`src/verilog/rtc_counter_pkg.sv`:
```
package rtc_counter_pkg;

  // ==========================================================
  // register indices; byte address is four times the index
  // ==========================================================
  localparam logic [3:0] IDX_CTRL       = 4'h0;
  localparam logic [3:0] IDX_SYNC_STATE = 4'h1;
  localparam logic [3:0] IDX_IRQ_LEVEL  = 4'h2;
  localparam logic [3:0] IDX_IRQ_FLAG   = 4'h3;
  localparam logic [3:0] IDX_LATCH      = 4'h4;
  localparam logic [3:0] IDX_COUNT_LO   = 4'h8;
  localparam logic [3:0] IDX_COUNT_HI   = 4'h9;
  localparam logic [3:0] IDX_TOP_LO     = 4'hA;
  localparam logic [3:0] IDX_TOP_HI     = 4'hB;
  localparam logic [3:0] IDX_MATCH_LO   = 4'hC;
  localparam logic [3:0] IDX_MATCH_HI   = 4'hD;

  // ==========================================================
  // field positions
  // ==========================================================
  localparam int DIV_SEL_LSB     = 0;
  localparam int DIV_SEL_MSB     = 2;
  localparam int SYNC_PEND_BIT   = 0;
  localparam int WRAP_LVL_LSB    = 0;
  localparam int WRAP_LVL_MSB    = 1;
  localparam int MATCH_LVL_LSB   = 2;
  localparam int MATCH_LVL_MSB   = 3;
  localparam int WRAP_FLAG_BIT   = 0;
  localparam int MATCH_FLAG_BIT  = 1;

  // ==========================================================
  // reset values
  // ==========================================================
  localparam logic [2:0]  RST_DIV_SEL   = 3'h0;
  localparam logic [3:0]  RST_IRQ_LEVEL = 4'h0;
  localparam logic [15:0] RST_COUNT     = 16'h0000;
  localparam logic [15:0] RST_TOP       = 16'h0000;
  localparam logic [15:0] RST_MATCH     = 16'h0000;
  localparam logic [7:0]  RST_LATCH     = 8'h00;

  // ==========================================================
  // interrupt vector offsets
  // ==========================================================
  localparam logic [7:0] VEC_WRAP  = 8'h00;
  localparam logic [7:0] VEC_MATCH = 8'h02;

  // ==========================================================
  // timing: crossing latency in real-time clock cycles
  // ==========================================================
  localparam int SYNC_RTC_CYCLES = 2;

  // prescaler terminal counts, indexed by divide select code
  localparam logic [9:0] DIV_TC_1    = 10'h000;
  localparam logic [9:0] DIV_TC_2    = 10'h001;
  localparam logic [9:0] DIV_TC_8    = 10'h007;
  localparam logic [9:0] DIV_TC_16   = 10'h00F;
  localparam logic [9:0] DIV_TC_64   = 10'h03F;
  localparam logic [9:0] DIV_TC_256  = 10'h0FF;
  localparam logic [9:0] DIV_TC_1024 = 10'h3FF;

  typedef enum logic [2:0] {
    SYNC_IDLE = 3'b001,
    SYNC_ONE  = 3'b010,
    SYNC_TWO  = 3'b100
  } sync_state_t;

  // one interrupt request toward the interrupt controller
  typedef struct packed {
    logic       req;
    logic [1:0] level;
    logic [7:0] vector;
  } irq_req_t;

endpackage : rtc_counter_pkg

```
`src/verilog/rtc_counter_regs.sv`:
```
`timescale 1ns/1ns

// Summary of operation
// - sync_pending reads high while a count/control/top/match write crosses.
// - match_irq_level bits 3:2 enable match request and set its level.
// - wrap_irq_level bits 1:0 enable wrap request and set its level.
// - match_flag (bit 1) sets on the count after count equals match.
// - match_flag clears on vector service or writing one; zero no effect.
// - wrap_flag (bit 0) sets on the count after count equals top.
// - wrap_flag clears on vector service or writing one.
// - low byte writes go to latch; low byte reads latch high byte.
// - 16-bit tick_count advances on each prescaled real-time clock edge.
// - count, top and match writes take effect two real-time cycles later.
// - count equal to top sets wrap_flag and returns count to zero.
// - count equal to match sets match_flag.
// - match above top never produces a match request or event.
// - wrap request uses vector 0x00, match request vector 0x02.
// - divide select 000 stops; 001..111 divide by 1,2,8,16,64,256,1024.
// - events every third occurrence at top 0, every second at top 1.
module rtc_counter_regs
  import rtc_counter_pkg::*;
(
  input  wire logic        sys_clk,     // system clock, 100 MHz
  input  wire logic        rstn,        // async reset, active low
  input  wire logic        rtcClk,      // real-time clock from its pin
  input  wire logic        psel,        // apb select
  input  wire logic        penable,     // apb enable
  input  wire logic        pwrite,      // apb direction
  input  wire logic [5:0]  paddr,       // apb byte address
  input  wire logic [31:0] pwdata,      // apb write data
  output logic      [31:0] prdata,      // apb read data
  output logic             pready,      // apb ready
  output logic             pslverr,     // apb error, unmapped address
  input  wire logic        wrapAck,     // wrap vector serviced
  input  wire logic        matchAck,    // match vector serviced
  output irq_req_t         wrapIrq,     // wrap interrupt request
  output irq_req_t         matchIrq,    // match interrupt request
  output logic             wrapEvent,   // wrap event pulse
  output logic             matchEvent   // match event pulse
);

  // ==========================================================
  // state
  // ==========================================================
  logic        rtcMeta;
  logic        rtcSync;
  logic        rtcLast;
  logic        rtcTick;
  logic [9:0]  preCount;
  logic [9:0]  preTc;
  logic        countEn;
  logic [2:0]  divSel;
  logic [2:0]  divShadow;
  logic [3:0]  irqLevel;
  logic        wrapFlag;
  logic        matchFlag;
  logic [7:0]  latch;
  logic [15:0] count;
  logic [15:0] top;
  logic [15:0] match;
  logic [15:0] countShadow;
  logic [15:0] topShadow;
  logic [15:0] matchShadow;
  logic        countDirty;
  logic        topDirty;
  logic        matchDirty;
  sync_state_t syncState;
  logic        syncApply;
  logic        syncPending;
  logic [1:0]  wrapEvDiv;
  logic [1:0]  matchEvDiv;
  logic [1:0]  evRatio;
  logic        hitTop;
  logic        hitMatch;
  logic        busDone;
  logic        busWr;
  logic        busRd;
  logic [3:0]  regIdx;
  logic        mapped;
  logic [7:0]  wByte;
  logic [7:0]  rByte;

  // ==========================================================
  // apb slave: one wait state, answer registered
  // ==========================================================
  assign regIdx  = paddr[5:2];
  assign busDone = psel & penable & pready;
  assign busWr   = busDone & pwrite & mapped;
  assign busRd   = busDone & ~pwrite & mapped;
  assign wByte   = pwdata[7:0];

  always_comb begin
    mapped = 1'b1;
    rByte  = 8'h00;
    case (regIdx)
      IDX_CTRL:       rByte = {5'h00, divShadow};
      IDX_SYNC_STATE: rByte = {7'h00, syncPending};
      IDX_IRQ_LEVEL:  rByte = {4'h0, irqLevel};
      IDX_IRQ_FLAG:   rByte = {6'h00, matchFlag, wrapFlag};
      IDX_LATCH:      rByte = latch;
      IDX_COUNT_LO:   rByte = count[7:0];
      IDX_COUNT_HI:   rByte = latch;
      IDX_TOP_LO:     rByte = topShadow[7:0];
      IDX_TOP_HI:     rByte = latch;
      IDX_MATCH_LO:   rByte = matchShadow[7:0];
      IDX_MATCH_HI:   rByte = latch;
      default:        mapped = 1'b0;
    endcase
    if (paddr[1:0] != 2'h0) begin
      mapped = 1'b0;
    end
  end

  always_ff @(posedge sys_clk or negedge rstn) begin
    if (!rstn) begin
      pready  <= 1'b0;
      pslverr <= 1'b0;
      prdata  <= 32'h0000_0000;
    end else begin
      pready  <= psel & penable & ~pready;
      pslverr <= psel & penable & ~pready & ~mapped;
      if (psel & penable & ~pready & ~pwrite) begin
        prdata <= {24'h00_0000, rByte};
      end
    end
  end

  // ==========================================================
  // byte latch for 16-bit access
  // ==========================================================
  always_ff @(posedge sys_clk or negedge rstn) begin
    if (!rstn) begin
      latch <= RST_LATCH;
    end else if (busWr && (regIdx == IDX_LATCH ||
                           regIdx == IDX_COUNT_LO ||
                           regIdx == IDX_TOP_LO ||
                           regIdx == IDX_MATCH_LO)) begin
      latch <= wByte;
    end else if (busRd) begin
      case (regIdx)
        IDX_COUNT_LO: latch <= count[15:8];
        IDX_TOP_LO:   latch <= topShadow[15:8];
        IDX_MATCH_LO: latch <= matchShadow[15:8];
        default:      latch <= latch;
      endcase
    end
  end

  // ==========================================================
  // control and interrupt level registers
  // ==========================================================
  always_ff @(posedge sys_clk or negedge rstn) begin
    if (!rstn) begin
      divShadow <= RST_DIV_SEL;
      irqLevel  <= RST_IRQ_LEVEL;
    end else if (busWr) begin
      if (regIdx == IDX_CTRL) begin
        divShadow <= wByte[DIV_SEL_MSB:DIV_SEL_LSB];
      end
      if (regIdx == IDX_IRQ_LEVEL) begin
        irqLevel <= wByte[MATCH_LVL_MSB:WRAP_LVL_LSB];
      end
    end
  end

  // ==========================================================
  // write shadows for the crossing registers
  // ==========================================================
  always_ff @(posedge sys_clk or negedge rstn) begin
    if (!rstn) begin
      countShadow <= RST_COUNT;
      topShadow   <= RST_TOP;
      matchShadow <= RST_MATCH;
      countDirty  <= 1'b0;
      topDirty    <= 1'b0;
      matchDirty  <= 1'b0;
    end else if (busWr) begin
      case (regIdx)
        IDX_COUNT_HI: begin
          countShadow <= {wByte, latch};
          countDirty  <= 1'b1;
        end
        IDX_TOP_HI: begin
          topShadow <= {wByte, latch};
          topDirty  <= 1'b1;
        end
        IDX_MATCH_HI: begin
          matchShadow <= {wByte, latch};
          matchDirty  <= 1'b1;
        end
        default: countDirty <= countDirty;
      endcase
    end else if (syncApply) begin
      countDirty <= 1'b0;
      topDirty   <= 1'b0;
      matchDirty <= 1'b0;
    end
  end

  // ==========================================================
  // real-time clock pin synchroniser and edge detect
  // ==========================================================
  always_ff @(posedge sys_clk or negedge rstn) begin
    if (!rstn) begin
      rtcMeta <= 1'b0;
      rtcSync <= 1'b0;
      rtcLast <= 1'b0;
    end else begin
      rtcMeta <= rtcClk;
      rtcSync <= rtcMeta;
      rtcLast <= rtcSync;
    end
  end

  assign rtcTick = rtcSync & ~rtcLast;

  // ==========================================================
  // crossing: new values land after two real-time clock edges
  // ==========================================================
  logic syncStart;
  assign syncStart = busWr && (regIdx == IDX_CTRL ||
                               regIdx == IDX_COUNT_HI ||
                               regIdx == IDX_TOP_HI ||
                               regIdx == IDX_MATCH_HI);

  always_ff @(posedge sys_clk or negedge rstn) begin
    if (!rstn) begin
      syncState <= SYNC_IDLE;
    end else if (syncStart) begin
      syncState <= SYNC_ONE;
    end else if (rtcTick) begin
      case (syncState)
        SYNC_ONE: syncState <= SYNC_TWO;
        SYNC_TWO: syncState <= SYNC_IDLE;
        default:  syncState <= SYNC_IDLE;
      endcase
    end
  end

  assign syncApply   = rtcTick & (syncState == SYNC_TWO) & ~syncStart;
  assign syncPending = (syncState != SYNC_IDLE);

  always_ff @(posedge sys_clk or negedge rstn) begin
    if (!rstn) begin
      divSel <= RST_DIV_SEL;
      top    <= RST_TOP;
      match  <= RST_MATCH;
    end else if (syncApply) begin
      divSel <= divShadow;
      if (topDirty) begin
        top <= topShadow;
      end
      if (matchDirty) begin
        match <= matchShadow;
      end
    end
  end

  // ==========================================================
  // prescaler
  // ==========================================================
  always_comb begin
    case (divSel)
      3'h1:    preTc = DIV_TC_1;
      3'h2:    preTc = DIV_TC_2;
      3'h3:    preTc = DIV_TC_8;
      3'h4:    preTc = DIV_TC_16;
      3'h5:    preTc = DIV_TC_64;
      3'h6:    preTc = DIV_TC_256;
      3'h7:    preTc = DIV_TC_1024;
      default: preTc = DIV_TC_1;
    endcase
  end

  assign countEn = rtcTick & (divSel != 3'h0) & (preCount >= preTc);

  always_ff @(posedge sys_clk or negedge rstn) begin
    if (!rstn) begin
      preCount <= 10'h000;
    end else if (divSel == 3'h0) begin
      preCount <= 10'h000;
    end else if (rtcTick) begin
      preCount <= countEn ? 10'h000 : preCount + 10'h001;
    end
  end

  // ==========================================================
  // tick counter and compares
  // ==========================================================
  assign hitTop   = (count == top);
  assign hitMatch = (count == match) && (match <= top);

  always_ff @(posedge sys_clk or negedge rstn) begin
    if (!rstn) begin
      count <= RST_COUNT;
    end else if (syncApply && countDirty) begin
      count <= countShadow;
    end else if (countEn) begin
      count <= hitTop ? 16'h0000 : count + 16'h0001;
    end
  end

  // ==========================================================
  // flags: set wins over clear
  // ==========================================================
  always_ff @(posedge sys_clk or negedge rstn) begin
    if (!rstn) begin
      wrapFlag  <= 1'b0;
      matchFlag <= 1'b0;
    end else begin
      if (countEn && hitTop) begin
        wrapFlag <= 1'b1;
      end else if (wrapAck || (busWr && regIdx == IDX_IRQ_FLAG &&
                               wByte[WRAP_FLAG_BIT])) begin
        wrapFlag <= 1'b0;
      end
      if (countEn && hitMatch) begin
        matchFlag <= 1'b1;
      end else if (matchAck || (busWr && regIdx == IDX_IRQ_FLAG &&
                                wByte[MATCH_FLAG_BIT])) begin
        matchFlag <= 1'b0;
      end
    end
  end

  // ==========================================================
  // interrupt requests
  // ==========================================================
  always_ff @(posedge sys_clk or negedge rstn) begin
    if (!rstn) begin
      wrapIrq  <= '0;
      matchIrq <= '0;
    end else begin
      wrapIrq.level  <= irqLevel[WRAP_LVL_MSB:WRAP_LVL_LSB];
      wrapIrq.req    <= wrapFlag &
                        (irqLevel[WRAP_LVL_MSB:WRAP_LVL_LSB] != 2'h0);
      wrapIrq.vector <= VEC_WRAP;
      matchIrq.level <= irqLevel[MATCH_LVL_MSB:MATCH_LVL_LSB];
      matchIrq.req   <= matchFlag &
                        (irqLevel[MATCH_LVL_MSB:MATCH_LVL_LSB] != 2'h0);
      matchIrq.vector <= VEC_MATCH;
    end
  end

  // ==========================================================
  // events, thinned when top is zero or one
  // ==========================================================
  always_comb begin
    if (top == 16'h0000) begin
      evRatio = 2'h2;
    end else if (top == 16'h0001) begin
      evRatio = 2'h1;
    end else begin
      evRatio = 2'h0;
    end
  end

  always_ff @(posedge sys_clk or negedge rstn) begin
    if (!rstn) begin
      wrapEvDiv  <= 2'h0;
      matchEvDiv <= 2'h0;
      wrapEvent  <= 1'b0;
      matchEvent <= 1'b0;
    end else begin
      wrapEvent  <= countEn & hitTop & (wrapEvDiv >= evRatio);
      matchEvent <= countEn & hitMatch & (matchEvDiv >= evRatio);
      if (countEn && hitTop) begin
        wrapEvDiv <= (wrapEvDiv >= evRatio) ? 2'h0 : wrapEvDiv + 2'h1;
      end
      if (countEn && hitMatch) begin
        matchEvDiv <= (matchEvDiv >= evRatio) ? 2'h0 : matchEvDiv + 2'h1;
      end
    end
  end

endmodule : rtc_counter_regs
```
`config.mk`:
```
export PLATFORM = sky130hd
export DESIGN_NAME = rtc_counter_regs
export DESIGN_NICKNAME = d
export VERILOG_FILES = /design/src/verilog/rtc_counter_pkg.sv /design/src/verilog/rtc_counter_regs.sv
export SDC_FILE = /design/constraint.sdc
export NUM_CORES = 1
export LEC_CHECK = 0
export BUFFER_PORTS_ARGS = -buffer_cell sky130_fd_sc_hd__clkbuf_2
export CAP_MARGIN = 20
export CORE_UTILIZATION = 43
export DETAILED_ROUTE_END_ITERATION = 10
export PLACE_DENSITY = 0.67
export SLEW_MARGIN = 5
export SYNTH_ARGS = -nofsm -noshare
export SYNTH_HDL_FRONTEND = slang
export SYNTH_SLANG_ARGS = --single-unit
```
`constraint.sdc`:
```
create_clock -name sys_clk -period 6.3 [get_ports sys_clk]
set_input_delay 0.63 -clock sys_clk [delete_from_list [all_inputs] [get_ports sys_clk]]
set_output_delay 0.63 -clock sys_clk [all_outputs]
set_load 0.02 [all_outputs]
```
Yosys cells after proc, flatten, opt, wreduce, memory -nomap -nowiden
Cells that the tools add are included.
{ "word_totals": {"ff_bits": 158, "inputBits": 46, "out_inout_bits": 58, "word_cells": 166} }
{ "op_classes": {"addsub": 4, "n_lt_le_gt_ge": 4, "n_eq_ne": 25, "n_mux": 31, "n_bitwise": 25, "reduce_logical": 45} }
{ "ops": {"columns": ["op", "count"], "rows": [
  ["one-hot mux 8 bit (8 select lines)", 1],
  ["one-hot mux 10 bit (6 select lines)", 1],
  ["2-to-1 mux 16 bit", 3],
  ["equality test 16 bit", 2],
  ["2-to-1 mux 10 bit", 3],
  ["equality test 4 bit (second input constant)", 6],
  ["one-hot mux 8 bit (3 select lines)", 1],
  ["AND reduction 2 bit", 11],
  ["AND 1 bit", 20],
  ["nonzero test 2 bit", 10],
  ["adder 16 x 1 -> 16 bit (second input constant)", 1],
  ["equality test 16 x 1 -> 1 bit (second input constant)", 1],
  ["less-or-equal comparator 16 bit", 1],
  ["zero test 16 bit", 1],
  ["2-to-1 mux 8 bit", 2],
  ["equality test 3 bit (second input constant)", 5],
  ["2-to-1 mux 1 bit", 14],
  ["OR reduction 11 bit", 1],
  ["adder 10 x 1 -> 10 bit (second input constant)", 1],
  ["greater-or-equal comparator 10 bit", 1],
  ["equality test 3 x 2 -> 1 bit (second input constant)", 3],
  ["logical AND 1 bit", 9],
  ["2-to-1 mux 3 bit", 3],
  ["equality test 4 x 2 -> 1 bit (second input constant)", 2],
  ["other kinds (14)", 31]
]} }

Logic depth before layout (Yosys ltp)
{ "depth": {"depth_word": 10, "depth_mapped": 9} }

Worst setup path after synthesis
No wires, ideal clock.
{ "synth_path": {"kind": "input to register", "from": "in paddr[2]", "to": "reg match[0]", "setup_time_ns": 0.127, "t_arrival_ns": 2.493, "required_time_ns": 6.173, "path_slack_ns": 3.680, "stages": 9, "path_buffers": 3, "path_cell_list": "buf_4 > nor2b_1 > o21a_2 > or4b_4 > and2_4 > buf_6 > nand2_8 > buf_8 > mux2_1"} }
{ "synth_via": {"elab_chain_len": 9, "elab_cells_between_ends": 22, "cone_classes": "eq/ne (10); mux (2); bitwise (3); reduce/logical (7)"} }
{ "synth_rtl": {"columns": ["element", "line", "source"], "rows": [
  ["start: declaration", "rtc_counter_regs.sv:29", "input wire logic [5:0] paddr,"],
  ["equality test 4 x 3 -> 1 bit (tied with other cells)", "rtc_counter_regs.sv:95", "case (regIdx)"],
  ["OR reduction 11 bit (no source line)", null, null],
  ["2-to-1 mux 1 bit", "rtc_counter_regs.sv:95", null],
  ["2-to-1 mux 1 bit", "rtc_counter_regs.sv:109", "if (paddr[1:0] != 2'h0) begin"],
  ["AND 1 bit", "rtc_counter_regs.sv:88", "assign busWr = busDone & pwrite & mapped;"],
  ["logical AND 1 bit (*)", "rtc_counter_regs.sv:221", "assign syncStart = busWr && (regIdx == IDX_CTRL ||"],
  ["NOT 1 bit (*)", "rtc_counter_regs.sv:240", "assign syncApply = rtcTick & (syncState == SYNC_TWO) & ~syncStart;"],
  ["AND 1 bit (*)", "rtc_counter_regs.sv:240", null],
  ["AND reduction 2 bit (no source line) (*)", null, null],
  ["end signal: assignment", "rtc_counter_regs.sv:254", "match <= matchShadow;"],
  ["end: declaration", "rtc_counter_regs.sv:60", "logic [15:0] match;"]
]} }
Every way passes the cells marked *; elsewhere a longest branch is shown, timed or not.
A chain may end at the register's enable or synchronous reset.

Worst setup path in the final report
{ "layout_path": {"from": "in paddr[2]", "to": "reg topShadow[13]"} }
{ "layout_via": {"elab_chain_len": 6, "elab_cells_between_ends": 16, "cone_classes": "eq/ne (10); mux (2); bitwise (1); reduce/logical (3)"} }
{ "layout_rtl": {"columns": ["element", "line", "source"], "rows": [
  ["equality test 4 x 3 -> 1 bit (tied with other cells)", "rtc_counter_regs.sv:95", null],
  ["OR reduction 11 bit (no source line)", null, null],
  ["2-to-1 mux 1 bit", "rtc_counter_regs.sv:95", null],
  ["2-to-1 mux 1 bit", "rtc_counter_regs.sv:109", null],
  ["AND 1 bit", "rtc_counter_regs.sv:88", null],
  ["AND reduction 2 bit (no source line) (*)", null, null],
  ["end signal: assignment", "rtc_counter_regs.sv:184", "topShadow <= {wByte, latch};"],
  ["end: declaration", "rtc_counter_regs.sv:62", "logic [15:0] topShadow;"]
]} }
Marks and branches as above.

==> results.toml <==
[worst_setup_path]
worst_ep_required_time_ns = 6.61
reg2reg_from = "divSel[2]"
r2r_setup_slack_ns = 3.41
crit_arrival_ns = 3.21
cp-end-kind = "flop"
worstSetupPathType = "in2reg"
path_max_fanout = 17
ff2ff_path_depth = 8
startpoint_type = "primary input"
reg2reg_to = "preCount[2]"

[synth]
async_flop_share_pct = 100.0
ys_seq_area_share_pct = 45.96
syn_area_um2 = 8606
synthFlopType = "dfrtp_1"
yosysWarnings = 0
synth_enable_flop_cells = 0
ys_ff_latch = 158
synthCells = 799
synth.distinct_cells = 69
avgSynthCellArea_um2 = 10.77

[cts]
insertion_delay_ns = 0.43
post_cts_resize_count = 0
postCtsSetupRepairBufs = 0
htreeDepth = 4
cts.sinks = 158
cts_root_buffer = "clkbuf_16"
ctsHoldBuffers = 0
cts_tree = "built"
clk_pin_slew_worst_paths_ns = 0.06
clk_path_buf_depth = 2
numCtsBuffers = 17

[timing]
fin_skew_ns = 0.01028
fmaxAchievable_mhz = 344.6
finalSetupViolCount = 0
final_hold_viol_count = 0
min_period_ns = 2.902
rsz0062_at_grt = "false"
finalSetupTns_ns = 0
finalCritPeriodShare_pct = 46.06
drv_slew = 0
max_slew_margin_pct = 27.55
worst_pin_slew_ns = 1.083

[detailed_routing]
drtAntennaViolNets = 0
viasPerCell = 5.633
post_drt_wl_per_cell_um = 18.82
drc = 0
drtIter0Drc = 408
vias = 6247
detail_route.wirelength_mm = 20.88
drt_first_pass_iters = 6

[final_layout]
regArea_um2 = 3955
drive_above_1_share_pct = 20.50
n_fill_cell = 1768
final_core_util_pct = 48.64
fin_nets = 909
stdcell_count = 1109
area_growth_syn_to_layout_pct = 10.35
antenna_cells = 0
multiInputGateArea_um2 = 4218

[floorplanning]
rows = 51
io_pins = 104
die-width_um = 143.5
core_area_um2 = 19530
dieArea_um2 = 20580
die_h_um = 143.5
initial_utilization_pct = 44.07

[power]
ir_worst_vdd_mv = 0.2014
total_power_w = 0.002568
power.leakage_nw = 4.574
power_density_nw_per_um2 = 270.4

[global_routing]
grt_overflow_total = 0
grt_use_total_pct = 21.72
grt_pass1_wl_mm = 33.49
grt_max_degree = 101
grt_pass1_vias = 5969
grt_antenna_before_repair = 0

[outcome]
status = "finished, final reports clean"

[place]
gp_congestion = 0.8291
dp.cells = 1077
dp_hpwl_mm = 14.62
io_buffers = 40

[worst_hold_path]
hp-start = "rtcClk"
hold_path_class = "in2reg"
min_path_cells = 1
holdPathEnd = "rtcMeta"

[job]
drv_cap = 0
==> registers in the layout, indices dropped and copies added (netlist names), 8 cells and up <==
| register | cells |
|---|---|
| count | 16 |
| countShadow | 16 |
| latch | 8 |
| match | 16 |
| matchShadow | 16 |
| prdata | 8 |
| preCount | 10 |
| top | 16 |
| topShadow | 16 |
==> worst max path at each step <==
stage                   start              end  slack (ns)  cells after the start
global placement     paddr[2]         latch[6]        2.91                      6
CTS                 divSel[2]      preCount[2]        3.41                      8
floorplan            paddr[2]         match[0]        3.68                      9
global route        divSel[1]      preCount[7]        3.21                      8
detailed placement   paddr[2]  matchShadow[14]        3.01                      7
finish               paddr[2]    topShadow[13]        3.40                      7
==> kinds of logic after synthesis <==
logic type,after synthesis,synth area share [%]
AOI/OAI and AO/OA,158,11.92
xor gates and xnor gates,33,3.358
adders and majority gates,32,4.652
buffers and inverters,103,6.819
DFF,158,45.96
muxes,98,13.17
other,2,0.08727
and+or+nand+nor,215,14.03
==> layout by cell type (no fill, tap or decap), types with 7 or more instances in the layout <==
| cell | n |
|---|---|
| a21o_1 | 8 |
| a21oi_1 | 45 |
| a22o_1 | 8 |
| a22oi_1 | 7 |
| a31oi_1 | 19 |
| and3_1 | 9 |
| buf_4 | 7 |
| clkbuf_16 | 17 |
| clkbuf_2 | 39 |
| conb_1 | 40 |
| dfrtp_1 | 157 |
| ha_1 | 32 |
| inv_1 | 31 |
| mux2_1 | 19 |
| mux2_2 | 63 |
| mux2_4 | 10 |
| nand2_1 | 51 |
| nand2b_1 | 12 |
| nand3_1 | 20 |
| nand3b_1 | 7 |
| nand4_1 | 15 |
| nor2_1 | 44 |
| nor3_1 | 9 |
| nor4_1 | 8 |
| o211ai_1 | 7 |
| o21ai_0 | 29 |
| xnor2_1 | 17 |
| xor2_1 | 16 |
==> area by class of cell <==
class                           instances  area share [%]
Tap cell                              265           3.491
Timing Repair Buffer                   47           2.727
Multi-Input combinational cell        576           44.41
Clock inverter                         12           1.686
Inverter                               31           1.225
Sequential cell                       158           41.65
Clock buffer                           20           4.809
==> report_power, final <==
group          leakage (nW)  switching [W]  internal (W)  total (W)
logic                  2.17       0.000226      0.000143   0.000369
registers              2.10      0.0000711       0.00105    0.00112
clock network         0.301       0.000431      0.000647    0.00108
total                  4.57       0.000728       0.00184    0.00257
==> synth_stat cells, types with 7 or more instances <==
cell        n  area [um^2]
and3_1      9        56.30
o211ai_1    7        52.55
dfrtp_1   157         3929
a21o_1      8        60.06
nor3_1     10        50.05
nand3_1    20        100.1
clkbuf_1   23        86.33
a31oi_1    19        118.9
nor2_1     44        165.2
o21ai_0    29        145.1
xor2_1     16        140.1
a22o_1      8        70.07
xnor2_1    17        148.9
nand2b_1   12        75.07
mux2_2     63        709.4
nand2_1    51        191.4
nand4_1    15        93.84
inv_1      31        116.4
mux2_1     19        214.0
nand3b_1    7        52.55
mux2_4     10        150.1
a22oi_1     7        52.55
a21oi_1    45        225.2
nor4_1      9        56.30
ha_1       32        400.4
buf_4      43        322.8
==> metrics by stage <==
stage,hold slack (ns),cell area (um^2),setup WS [ns]
floorplan,0.3312,8748,3.680
detailed placement,0.3347,8880,3.012
global placement,0.3327,8872,2.907
global route,0.2874,9497,3.209
CTS,0.2934,9497,3.414
finish,0.3040,9497,3.398
==> routing by layer <==
layer / track usage [%] / routed length (um)
met3: 3.865 / 1136
met2: 34.18 / 9781
met4: 7.839 / 455
met1: 29.95 / 9501
met5: 0 / 0
==> worst max-delay path, stage by stage <==
cell	delay (ns)
clkbuf_2	0.25
nor2b_1	0.25
o21a_2	0.26
nor3_4	0.33
nand2_2	0.18
nor3_4	0.86
mux2_2	0.43
Note: power is estimated with default switching activity, not from simulation.
